<file path="config.mk">
export PLATFORM = sky130hd
export DESIGN_NAME = fpec_top
export DESIGN_NICKNAME = d
export VERILOG_FILES = /design/src/fpec_pkg.sv /design/src/fpec_buf_if.sv /design/src/fpec_row_buffer.sv /design/src/fpec_top.sv
export SDC_FILE = /design/constraint.sdc
export NUM_CORES = 2
export LEC_CHECK = 0
export ABC_AREA = 1
export BUFFER_PORTS_ARGS = -buffer_cell sky130_fd_sc_hd__buf_2
export CELL_PAD_IN_SITES_DETAIL_PLACEMENT = 1
export CELL_PAD_IN_SITES_GLOBAL_PLACEMENT = 1
export CORE_ASPECT_RATIO = 1.4
export CORE_UTILIZATION = 30
export CTS_CLUSTER_DIAMETER = 100
export CTS_CLUSTER_SIZE = 30
export DETAILED_ROUTE_END_ITERATION = 16
export PLACE_DENSITY = 0.58
export SLEW_MARGIN = 20
export SYNTH_ARGS = -nofsm -noshare
export SYNTH_HDL_FRONTEND = slang
export SYNTH_HIERARCHICAL = 1
export SYNTH_SLANG_ARGS = --single-unit
</file>
<file path="constraint.sdc">
create_clock -name clk -period 6.5 [get_ports clk]
set_input_delay 0.65 -clock clk [delete_from_list [all_inputs] [get_ports clk]]
set_output_delay 0.65 -clock clk [all_outputs]
set_load 0.01 [all_outputs]
</file>
<file path="src/fpec_pkg.sv">
// Package of constants and types for the flash program/erase control block
package fpec_pkg;

   // ************************************************************
   // Register offsets (byte addresses on APB)
   // ************************************************************
   localparam logic [7:0] OFS_CONTROL = 8'h00;
   localparam logic [7:0] OFS_KEY     = 8'h04;
   localparam logic [7:0] OFS_BUFPTR  = 8'h08;
   localparam logic [7:0] OFS_BUFDATA = 8'h0C;
   localparam logic [7:0] OFS_ISTAT   = 8'h10;
   localparam logic [7:0] OFS_ICLR    = 8'h14;
   localparam logic [7:0] OFS_IEN     = 8'h18;

   // ************************************************************
   // Control register fields
   // ************************************************************
   localparam int unsigned BIT_START   = 15;
   localparam int unsigned BIT_PERMIT  = 14;
   localparam int unsigned BIT_FAULT   = 13;
   localparam int unsigned BIT_ERASE   = 6;
   localparam int unsigned OP_LSB      = 0;
   localparam int unsigned OP_W        = 4;
   localparam logic [15:0] CONTROL_RST = 16'h0000;
   localparam logic [7:0]  KEY_FIRST   = 8'h55;
   localparam logic [7:0]  KEY_SECOND  = 8'hAA;

   // Operation field codes
   localparam logic [3:0] OP_BULK    = 4'hF;
   localparam logic [3:0] OP_GENSEG  = 4'hD;
   localparam logic [3:0] OP_SECSEG  = 4'hC;
   localparam logic [3:0] OP_WORD    = 4'h3;
   localparam logic [3:0] OP_PAGE    = 4'h2;
   localparam logic [3:0] OP_ROW     = 4'h1;
   localparam logic [3:0] OP_CONFIG  = 4'h0;

   // ************************************************************
   // Interrupt status bits
   // ************************************************************
   localparam int unsigned IRQ_W      = 2;
   localparam int unsigned IRQ_DONE   = 0;
   localparam int unsigned IRQ_FAULT  = 1;
   localparam logic [1:0]  IRQ_RST    = 2'h0;

   // ************************************************************
   // Row buffer geometry
   // ************************************************************
   localparam int unsigned ROW_WORDS  = 64;
   localparam int unsigned ROW_AW     = 6;
   localparam int unsigned WORD_W     = 24;

   // ************************************************************
   // Timing: operation length in oscillator cycles, scaled to clk
   // ************************************************************
   localparam int unsigned OSC_CYCLES   = 11064;
   localparam int unsigned OSC_KHZ      = 7370;
   localparam int unsigned CLK_KHZ      = 10000;
   localparam int unsigned OP_CYCLES_DEF = OSC_CYCLES * CLK_KHZ / OSC_KHZ;
   localparam int unsigned TIMER_W      = 16;

   // ************************************************************
   // Unlock and run sequencer states
   // ************************************************************
   typedef enum logic [1:0]
   {
      ST_IDLE  = 2'b00,
      ST_KEY1  = 2'b01,
      ST_ARMED = 2'b10,
      ST_BUSY  = 2'b11
   } fpec_state_type;

endpackage : fpec_pkg

</file>
<file path="src/fpec_buf_if.sv">
// Interface between the control logic and its row holding buffer
`timescale 1ns/100ps
interface fpec_buf_if;
   import fpec_pkg::*;

   logic                permit_ops_bit;
   logic [ROW_AW-1:0]   wrAddr;
   logic [WORD_W-1:0]   wrData;
   logic                rdEn;
   logic [ROW_AW-1:0]   rdAddr;
   logic [WORD_W-1:0]   rdData;

   modport ctrl
   (
      output permit_ops_bit,
      output wrAddr,
      output wrData,
      output rdEn,
      output rdAddr,
      input  rdData
   );

   modport mem
   (
      input  permit_ops_bit,
      input  wrAddr,
      input  wrData,
      input  rdEn,
      input  rdAddr,
      output rdData
   );

endinterface : fpec_buf_if

</file>
<file path="src/fpec_row_buffer.sv">
// Holding buffer for one row of programming data, registered read
`timescale 1ns/100ps
module fpec_row_buffer
   import fpec_pkg::*;
(
   input wire logic clk,
   fpec_buf_if.mem  bus
);

   logic [WORD_W-1:0] mem [ROW_WORDS];
   logic [WORD_W-1:0] rdData_q;

   always_ff @(posedge clk)
   begin
      if (bus.permit_ops_bit)
      begin
         mem[bus.wrAddr] <= bus.wrData;
      end
   end

   always_ff @(posedge clk)
   begin
      if (bus.rdEn)
      begin
         rdData_q <= mem[bus.rdAddr];
      end
   end

   assign bus.rdData = rdData_q;

endmodule : fpec_row_buffer

</file>
<file path="src/fpec_top.sv">
// Flash program/erase control: key unlock, control register, timed run
// ************************************************************
// Overview of operation
// - Operation lasts a fixed count of oscillator cycles, scaled to clk.
// - Setting start launches the operation; hardware clears start at end.
// - Key register low byte write-only key; upper byte reads zero.
// - Start is set-only; reads zero, since a read during a run is held until the run ends.
// - Operations run only while permit bit is one.
// - Fault flag set on improper start or termination, not on success.
// - Erase bit selects erase or program meaning of operation field.
// - Erase codes: bulk, general segment, secure segment, page, config.
// - Program codes: word, row, config byte; others are no operation.
// - Unlisted operation codes are unimplemented and run nothing.
// - Permit, fault and low op bits clear only on power-on; start also clears on sysRst.
// - Unimplemented control bits ignore writes and read zero.
// - Processor is stalled from operation start until it finishes.
// - One row of holding buffers is loaded sequentially before row program.
// - Page erase clears eight aligned rows in one operation.
// ************************************************************
`timescale 1ns/100ps
module fpec_top
   import fpec_pkg::*;
#(
   parameter int unsigned OP_CYCLES = OP_CYCLES_DEF
)
(
   input  wire logic               clk,
   input  wire logic               rst,
   input  wire logic               sysRst,
   input  wire logic               psel,
   input  wire logic               penable,
   input  wire logic               pwrite,
   input  wire logic [7:0]         paddr,
   input  wire logic [31:0]        pwdata,
   output logic      [31:0]        prdata,
   output logic                    pready,
   output logic                    pslverr,
   output logic                    irq,
   output logic                    cpuStall,
   output logic                    opActive,
   output logic                    opErase,
   output logic      [OP_W-1:0]    opCode,
   output logic                    opDone,
   output logic                    rowValid,
   output logic      [ROW_AW-1:0]  rowIndex,
   output logic      [WORD_W-1:0]  rowData
);

   // ************************************************************
   // Declarations
   // ************************************************************
   fpec_state_type     state_q;
   fpec_state_type     state_d;
   logic               permit_q;
   logic               fault_q;
   logic               erase_q;
   logic [1:0]         opLo_q;
   logic [1:0]         opHi_q;
   logic [OP_W-1:0]    opField;
   logic [TIMER_W-1:0] timer_q;
   logic [ROW_AW-1:0]  bufPtr_q;
   logic [ROW_AW-1:0]  rowPtr_q;
   logic               rowRun_q;
   logic               rowValid_q;
   logic [ROW_AW-1:0]  rowIndex_q;
   logic               opDone_q;
   logic [IRQ_W-1:0]   istat_q;
   logic [IRQ_W-1:0]   ien_q;
   logic [31:0]        prdata_q;
   logic               pslverr_q;
   logic               access;
   logic               wrAcc;
   logic               rdAcc;
   logic               mapped;
   logic               wrCtrl;
   logic               wrKey;
   logic               startReq;
   logic               startOk;
   logic               startBad;
   logic               finish;
   logic               abort;
   logic [IRQ_W-1:0]   events;

   fpec_buf_if buf_if ();

   localparam logic [TIMER_W-1:0] OP_LEN = TIMER_W'(OP_CYCLES);

   // ************************************************************
   // Functions
   // ************************************************************
   function automatic logic op_valid(input logic erase,
                                     input logic [OP_W-1:0] op);
      logic ok;
      ok = 1'b0;
      if (erase)
      begin
         ok = (op == OP_BULK) || (op == OP_GENSEG) ||
              (op == OP_SECSEG) || (op == OP_PAGE) ||
              (op == OP_CONFIG);
      end
      else
      begin
         ok = (op == OP_WORD) || (op == OP_ROW) ||
              (op == OP_CONFIG);
      end
      return ok;
   endfunction : op_valid

   function automatic logic is_addr(input logic [7:0] a,
                                    input logic [7:0] ofs);
      return a == ofs;
   endfunction : is_addr

   // ************************************************************
   // APB decode
   // ************************************************************
   assign pready  = (state_q != ST_BUSY);
   assign access  = psel && penable && pready;
   assign wrAcc   = access && pwrite;
   assign rdAcc   = access && !pwrite;
   assign mapped  = is_addr(paddr, OFS_CONTROL) || is_addr(paddr, OFS_KEY) ||
                    is_addr(paddr, OFS_BUFPTR) || is_addr(paddr, OFS_BUFDATA) ||
                    is_addr(paddr, OFS_ISTAT) || is_addr(paddr, OFS_ICLR) ||
                    is_addr(paddr, OFS_IEN);
   assign wrCtrl  = wrAcc && is_addr(paddr, OFS_CONTROL);
   assign wrKey   = wrAcc && is_addr(paddr, OFS_KEY);
   assign startReq = wrCtrl && pwdata[BIT_START];

   // Start needs unlock, permit and an implemented code
   assign startOk  = startReq && (state_q == ST_ARMED) &&
                     pwdata[BIT_PERMIT] &&
                     op_valid(pwdata[BIT_ERASE],
                              pwdata[OP_LSB +: OP_W]);
   assign startBad = startReq && !startOk;
   assign finish   = (state_q == ST_BUSY) && (timer_q == TIMER_W'(1));
   assign abort    = sysRst && (state_q == ST_BUSY);

   // ************************************************************
   // Unlock and run sequencer
   // ************************************************************
   always_comb
   begin
      state_d = state_q;
      unique case (state_q)
         ST_IDLE, ST_KEY1, ST_ARMED:
         begin
            if (startOk)
            begin
               state_d = ST_BUSY;
            end
            else if (wrKey && pwdata[7:0] == KEY_FIRST)
            begin
               state_d = ST_KEY1;
            end
            else if (wrKey && pwdata[7:0] == KEY_SECOND &&
                     state_q == ST_KEY1)
            begin
               state_d = ST_ARMED;
            end
            else if (wrAcc)
            begin
               state_d = ST_IDLE;
            end
         end
         ST_BUSY:
         begin
            if (finish)
            begin
               state_d = ST_IDLE;
            end
         end
      endcase
      if (sysRst)
      begin
         state_d = ST_IDLE;
      end
   end

   always_ff @(posedge clk or posedge rst)
   begin
      if (rst)
      begin
         state_q <= ST_IDLE;
      end
      else
      begin
         state_q <= state_d;
      end
   end

   // Operation timer, loaded at start
   always_ff @(posedge clk or posedge rst)
   begin
      if (rst)
      begin
         timer_q <= '0;
      end
      else if (startOk)
      begin
         timer_q <= OP_LEN;
      end
      else if (state_q == ST_BUSY)
      begin
         timer_q <= timer_q - TIMER_W'(1);
      end
   end

   // ************************************************************
   // Control register bits
   // ************************************************************
   // Power-on-only bits: permit, fault, low op bits
   always_ff @(posedge clk or posedge rst)
   begin
      if (rst)
      begin
         permit_q <= CONTROL_RST[BIT_PERMIT];
         fault_q  <= CONTROL_RST[BIT_FAULT];
         opLo_q   <= CONTROL_RST[1:0];
      end
      else
      begin
         if (wrCtrl)
         begin
            permit_q  <= pwdata[BIT_PERMIT];
            opLo_q    <= pwdata[1:0];
         end
         if (startBad || abort)
         begin
            fault_q <= 1'b1;
         end
         else if (wrCtrl)
         begin
            fault_q <= pwdata[BIT_FAULT];
         end
      end
   end

   // Bits cleared by any reset
   always_ff @(posedge clk or posedge rst)
   begin
      if (rst)
      begin
         erase_q <= CONTROL_RST[BIT_ERASE];
         opHi_q  <= CONTROL_RST[3:2];
      end
      else if (sysRst)
      begin
         erase_q <= CONTROL_RST[BIT_ERASE];
         opHi_q  <= CONTROL_RST[3:2];
      end
      else if (wrCtrl)
      begin
         erase_q <= pwdata[BIT_ERASE];
         opHi_q  <= pwdata[3:2];
      end
   end

   // ************************************************************
   // Row holding buffer load and readout
   // ************************************************************
   always_ff @(posedge clk or posedge rst)
   begin
      if (rst)
      begin
         bufPtr_q <= '0;
      end
      else if (wrAcc && is_addr(paddr, OFS_BUFPTR))
      begin
         bufPtr_q <= pwdata[ROW_AW-1:0];
      end
      else if (wrAcc && is_addr(paddr, OFS_BUFDATA))
      begin
         bufPtr_q <= bufPtr_q + ROW_AW'(1);
      end
   end

   // Stream the row out once at the start of a row program
   always_ff @(posedge clk or posedge rst)
   begin
      if (rst)
      begin
         rowRun_q <= 1'b0;
         rowPtr_q <= '0;
      end
      else if (startOk && !pwdata[BIT_ERASE] &&
               pwdata[OP_LSB +: OP_W] == OP_ROW)
      begin
         rowRun_q <= 1'b1;
         rowPtr_q <= '0;
      end
      else if (rowRun_q)
      begin
         rowPtr_q <= rowPtr_q + ROW_AW'(1);
         if (rowPtr_q == ROW_AW'(ROW_WORDS - 1) || abort)
         begin
            rowRun_q <= 1'b0;
         end
      end
   end

   always_ff @(posedge clk or posedge rst)
   begin
      if (rst)
      begin
         rowValid_q <= 1'b0;
         rowIndex_q <= '0;
      end
      else
      begin
         rowValid_q <= rowRun_q;
         rowIndex_q <= rowPtr_q;
      end
   end

   assign buf_if.permit_ops_bit   = wrAcc && is_addr(paddr, OFS_BUFDATA);
   assign buf_if.wrAddr = bufPtr_q;
   assign buf_if.wrData = pwdata[WORD_W-1:0];
   assign buf_if.rdEn   = rowRun_q;
   assign buf_if.rdAddr = rowPtr_q;

   fpec_row_buffer u_row_buffer
   (
      .clk (clk),
      .bus (buf_if.mem)
   );

   // ************************************************************
   // Interrupt status, clear and enable
   // ************************************************************
   always_ff @(posedge clk or posedge rst)
   begin
      if (rst)
      begin
         opDone_q <= 1'b0;
      end
      else
      begin
         opDone_q <= finish;
      end
   end

   assign events[IRQ_DONE]  = finish;
   assign events[IRQ_FAULT] = startBad || abort;

   always_ff @(posedge clk or posedge rst)
   begin
      if (rst)
      begin
         istat_q <= IRQ_RST;
      end
      else
      begin
         if (wrAcc && is_addr(paddr, OFS_ICLR))
         begin
            istat_q <= (istat_q & ~pwdata[IRQ_W-1:0]) | events;
         end
         else
         begin
            istat_q <= istat_q | events;
         end
      end
   end

   always_ff @(posedge clk or posedge rst)
   begin
      if (rst)
      begin
         ien_q <= IRQ_RST;
      end
      else if (wrAcc && is_addr(paddr, OFS_IEN))
      begin
         ien_q <= pwdata[IRQ_W-1:0];
      end
   end

   // ************************************************************
   // Read data and error answer
   // ************************************************************
   always_ff @(posedge clk or posedge rst)
   begin
      if (rst)
      begin
         prdata_q  <= 32'h0000_0000;
         pslverr_q <= 1'b0;
      end
      // Refresh while stalled, so a held read sees the finished state
      else if (psel && (!penable || !pready))
      begin
         prdata_q  <= 32'h0000_0000;
         pslverr_q <= !mapped;
         if (!pwrite)
         begin
            unique case (paddr)
               OFS_CONTROL:
               begin
                  prdata_q[BIT_START]  <= (state_d == ST_BUSY);
                  prdata_q[BIT_PERMIT] <= permit_q;
                  prdata_q[BIT_FAULT]  <= fault_q;
                  prdata_q[BIT_ERASE]  <= erase_q;
                  prdata_q[OP_LSB +: OP_W] <= opField;
               end
               OFS_ISTAT:
               begin
                  prdata_q[IRQ_W-1:0] <= istat_q;
               end
               OFS_IEN:
               begin
                  prdata_q[IRQ_W-1:0] <= ien_q;
               end
               OFS_BUFPTR:
               begin
                  prdata_q[ROW_AW-1:0] <= bufPtr_q;
               end
               default:
               begin
                  prdata_q <= 32'h0000_0000;
               end
            endcase
         end
      end
   end

   // ************************************************************
   // Outputs
   // ************************************************************
   assign prdata   = rdAcc ? prdata_q : 32'h0000_0000;
   assign pslverr  = access && pslverr_q;
   assign irq      = |(istat_q & ien_q);
   assign cpuStall = (state_q == ST_BUSY);
   assign opActive = (state_q == ST_BUSY);
   assign opErase  = erase_q;
   assign opField  = {opHi_q, opLo_q};
   assign opCode   = opField;
   assign opDone   = opDone_q;
   assign rowValid = rowValid_q;
   assign rowIndex = rowIndex_q;
   assign rowData  = buf_if.rdData;

endmodule : fpec_top

</file>
==> flow_metrics.py <==
metrics = {
    "status": {
        "outcome": "finished clean",
    },
    "worst_setup_path": {
        "max_stage_delay_ps": 910,
        "r2r_cells": 8,
        "rrSetupSlack_ps": 1960,
        "cp_cell_sequence": "nand2_2 -> nand3_2 -> nor2_8 -> nand4_1 -> inv_1 -> nand4_1 -> nor2_2 -> buf_4",
        "crit_required_ps": 6920,
        "crit_top_cell": "nand4_1",
        "crit_fanout": 16,
        "cp_num_buf_inv": 2,
        "arrival_ps": 4960,
        "critPathSlowestCell": "nand4_1",
        "cp.depth": 8,
        "crit_type": "reg2reg",
        "crit_end": "u_row_buffer/mem[25][18]",
        "critPathCaptureType": "register",
        "startpoint": "state_q[1]",
        "cp-start-kind": "register",
        "crit_family": "simple AND/OR/NAND/NOR gates",
        "r2r_end": "u_row_buffer/mem[25][18]",
        "regToRegStartpoint": "state_q[1]",
    },
    "sta": {
        "drv_slew": 0,
        "finalClockSkew_ps": 36.5,
        "clock.fmax_mhz": 220,
        "slew_headroom": 0.243,
        "rsz0062_at_grt": "no",
        "hold_viol": 0,
        "timing.final.crit_share": 0.699,
        "worst_pin_slew_ps": 1130,
        "fin_tns_setup_ps": 0,
        "min_period_ps": 4540,
        "setup_viol": 0,
    },
    "die": {
        "ios": 120,
        "die_area_sq_um": 223000,
        "initial_utilization": 0.303,
        "fp.dieW_um": 399,
        "dieHeight_um": 558,
        "core_area_sq_um": 219000,
        "rows": 203,
    },
    "clocking": {
        "holdBufCountCts": 0,
        "cts_tree": "built",
        "cts_sinks": 1621,
        "cts_buffers": 60,
        "path_clk_slew_ps": 120,
        "cts.path.max_buffers": 3,
        "clock-root-buffer": "clkbuf_16",
        "htree_levels": 2,
        "cts_setup_buffers": 0,
        "cts_resized": 0,
        "insertion_delay_ps": 760,
    },
    "synthesis": {
        "synth_top_area_frac": 0.706,
        "synth_top_area_cell": "edfxtp_1",
        "syn_area_sq_um": 66300,
        "ys_ff_latch": 1621,
        "synth_area_per_cell_sq_um": 11.7,
        "ys_types": 38,
        "seq_area_frac_synth": 0.729,
        "synth_warnings": 6,
        "synth_cells": 5651,
        "synth_area_leaders": "edfxtp_1 (71%), nand2_1 (11%), nand3_1 (10%), dfrtp_1 (2.3%), buf_2 (1.3%)",
    },
    "routing": {
        "vias": 43200,
        "via_per_inst": 5.09,
        "ant_nets": 0,
        "drt_iter0_drc": 3342,
        "first_pass_iters": 5,
        "route.detailed.drc": 0,
        "routed_wirelength_um": 212000,
        "wl_per_cell_um": 25.0,
    },
    "finish": {
        "final_cells": 8492,
        "layout_common_cells": "nand2_1 (2,023), edfxtp_1 (1,560), nand3_1 (1,329)",
        "design_area_sq_um": 71600,
        "final_nets": 5653,
        "seq_area_sq_um": 48400,
        "fillers": 23800,
        "layout-drive-gt1-share": 0.0700,
        "layout_commonest_cell": "nand2_1",
        "area_growth_pct": 7.85,
        "multi_input_area_sq_um": 15900,
    },
    "global_route": {
        "antenna_found_initial": 8,
        "overflow": 0,
        "first_global_vias": 44200,
        "grt_pass1_wl_um": 307000,
        "global_route.usage.total": 0.188,
        "grt_max_degree": 220,
    },
    "placed_design": {
        "dpl_cell_area_sq_um": 69900,
        "dp_hpwl_um": 119000,
        "gp_congestion": 0.770,
        "dpl.cell_count": 8409,
        "port_buffers": 89,
    },
    "power": {
        "leakage_uw": 0.0250,
        "power.density_nw_per_um2": 376,
        "ir_worst_vdd_mv": 0.378,
    },
    "job": {
        "cap_violations": 0,
    },
    "worst_hold_path": {
        "hp-class": "in2async",
    },
}
[report_power, final]
part / switching (uW) / total, uW / internal, uW
Sequential: 296 / 11900 / 11600
Clock: 3160 / 4890 / 1730
Combinational: 7630 / 10200 / 2530
Total: 11100 / 26900 / 15800
[final cells by class]
class	count	share of cell area
tap	2870	0.0502
clock inverter	4	0.000734
multi-input combinational	3608	0.222
timing repair buffer	232	0.0244
clock buffer	71	0.0219
antenna	6	0.000210
inverter	80	0.00470
sequential	1621	0.676
[state kept, by name (all words and copies together), names as in the netlist]
name	cells
bufPtr_q	6
state_q	2
timer_q	16
buf_if.rdEn	1
opErase	1
opHi_q	2
ien_q	2
pslverr_q	1
prdata_q	10
fault_q	1
buf_if.rdAddr	6
opLo_q	2
opDone	1
rowIndex	6
istat_q	2
permit_q	1
u_row_buffer/mem	1536
u_row_buffer/bus.rdData	24
rowValid	1
[per-layer routing]
layer / wire (um) / track usage / part of all wire
met5: 27 / 0 / 0.00013
met4: 7070 / 0.0612 / 0.033
met3: 7640 / 0.0146 / 0.036
met2: 108000 / 0.334 / 0.51
met1: 89300 / 0.239 / 0.42
[how the worst min path moves through the flow]
stage / endpoint / slack, ps
finish: permit_q / 100
global route: permit_q / 160
CTS: permit_q / 110
detailed placement: prdata_q[3] / 490
global placement: pslverr_q / 470
floorplan: rowIndex[5] / 410
[tightest hold or removal path: cells and delay by family]
kind	cells	cell delay (ps)
buf+inv	3	740
[Yosys cell counts]
| cell type | instances |
|---|---|
| nor3_1 | 3 |
| mux2i_1 | 1 |
| a21oi_1 | 6 |
| xor2_1 | 9 |
| nor3b_1 | 2 |
| nand3_1 | 1329 |
| nor2_1 | 116 |
| o211ai_1 | 1 |
| nor3_2 | 1 |
| nor2_8 | 1 |
| o21ai_0 | 24 |
| buf_6 | 46 |
| a311oi_1 | 1 |
| nor2_2 | 3 |
| inv_1 | 75 |
| a211oi_1 | 1 |
| nand2_2 | 4 |
| nor4_1 | 10 |
| conb_1 | 1 |
| ha_1 | 4 |
| buf_8 | 4 |
| o22ai_1 | 11 |
| clkinv_1 | 1 |
| inv_2 | 3 |
| xnor2_1 | 3 |
| nand2_1 | 2023 |
| nand3_2 | 4 |
| dfrtp_1 | 61 |
| buf_4 | 53 |
| nand4_1 | 21 |
| nor2_4 | 4 |
| buf_1 | 27 |
| o221ai_1 | 3 |
| inv_4 | 1 |
| edfxtp_1 | 1560 |
| nand2_4 | 1 |
| clkbuf_1 | 64 |
| buf_2 | 169 |
[logic make-up after synthesis]
| logic type | synth area share |
|---|---|
| xor gates and xnor gates | 0.00158 |
| buffers and inverters | 0.0372 |
| AOI/OAI and AO/OA | 0.00405 |
| DFF | 0.729 |
| and+or+nand+nor | 0.227 |
| muxes | 0.000151 |
| other | 0.0000565 |
| adders and majority gates | 0.000754 |
[per-stage QoR]
| step | power [uW] | utilization | hold slack [ps] | setup slack [ps] |
|---|---|---|---|---|
| finish | 26900 | 0.326 | 100 | 1960 |
| global route | 28400 | 0.326 | 158 | 1870 |
| CTS | 27200 | 0.326 | 115 | 1990 |
| detailed placement | 22400 | 0.319 | 486 | 1930 |
| global placement | 22300 | 0.318 | 472 | 1950 |
| floorplan | 18600 | - | 409 | 1820 |
Note: power is estimated with default switching activity, not from simulation.
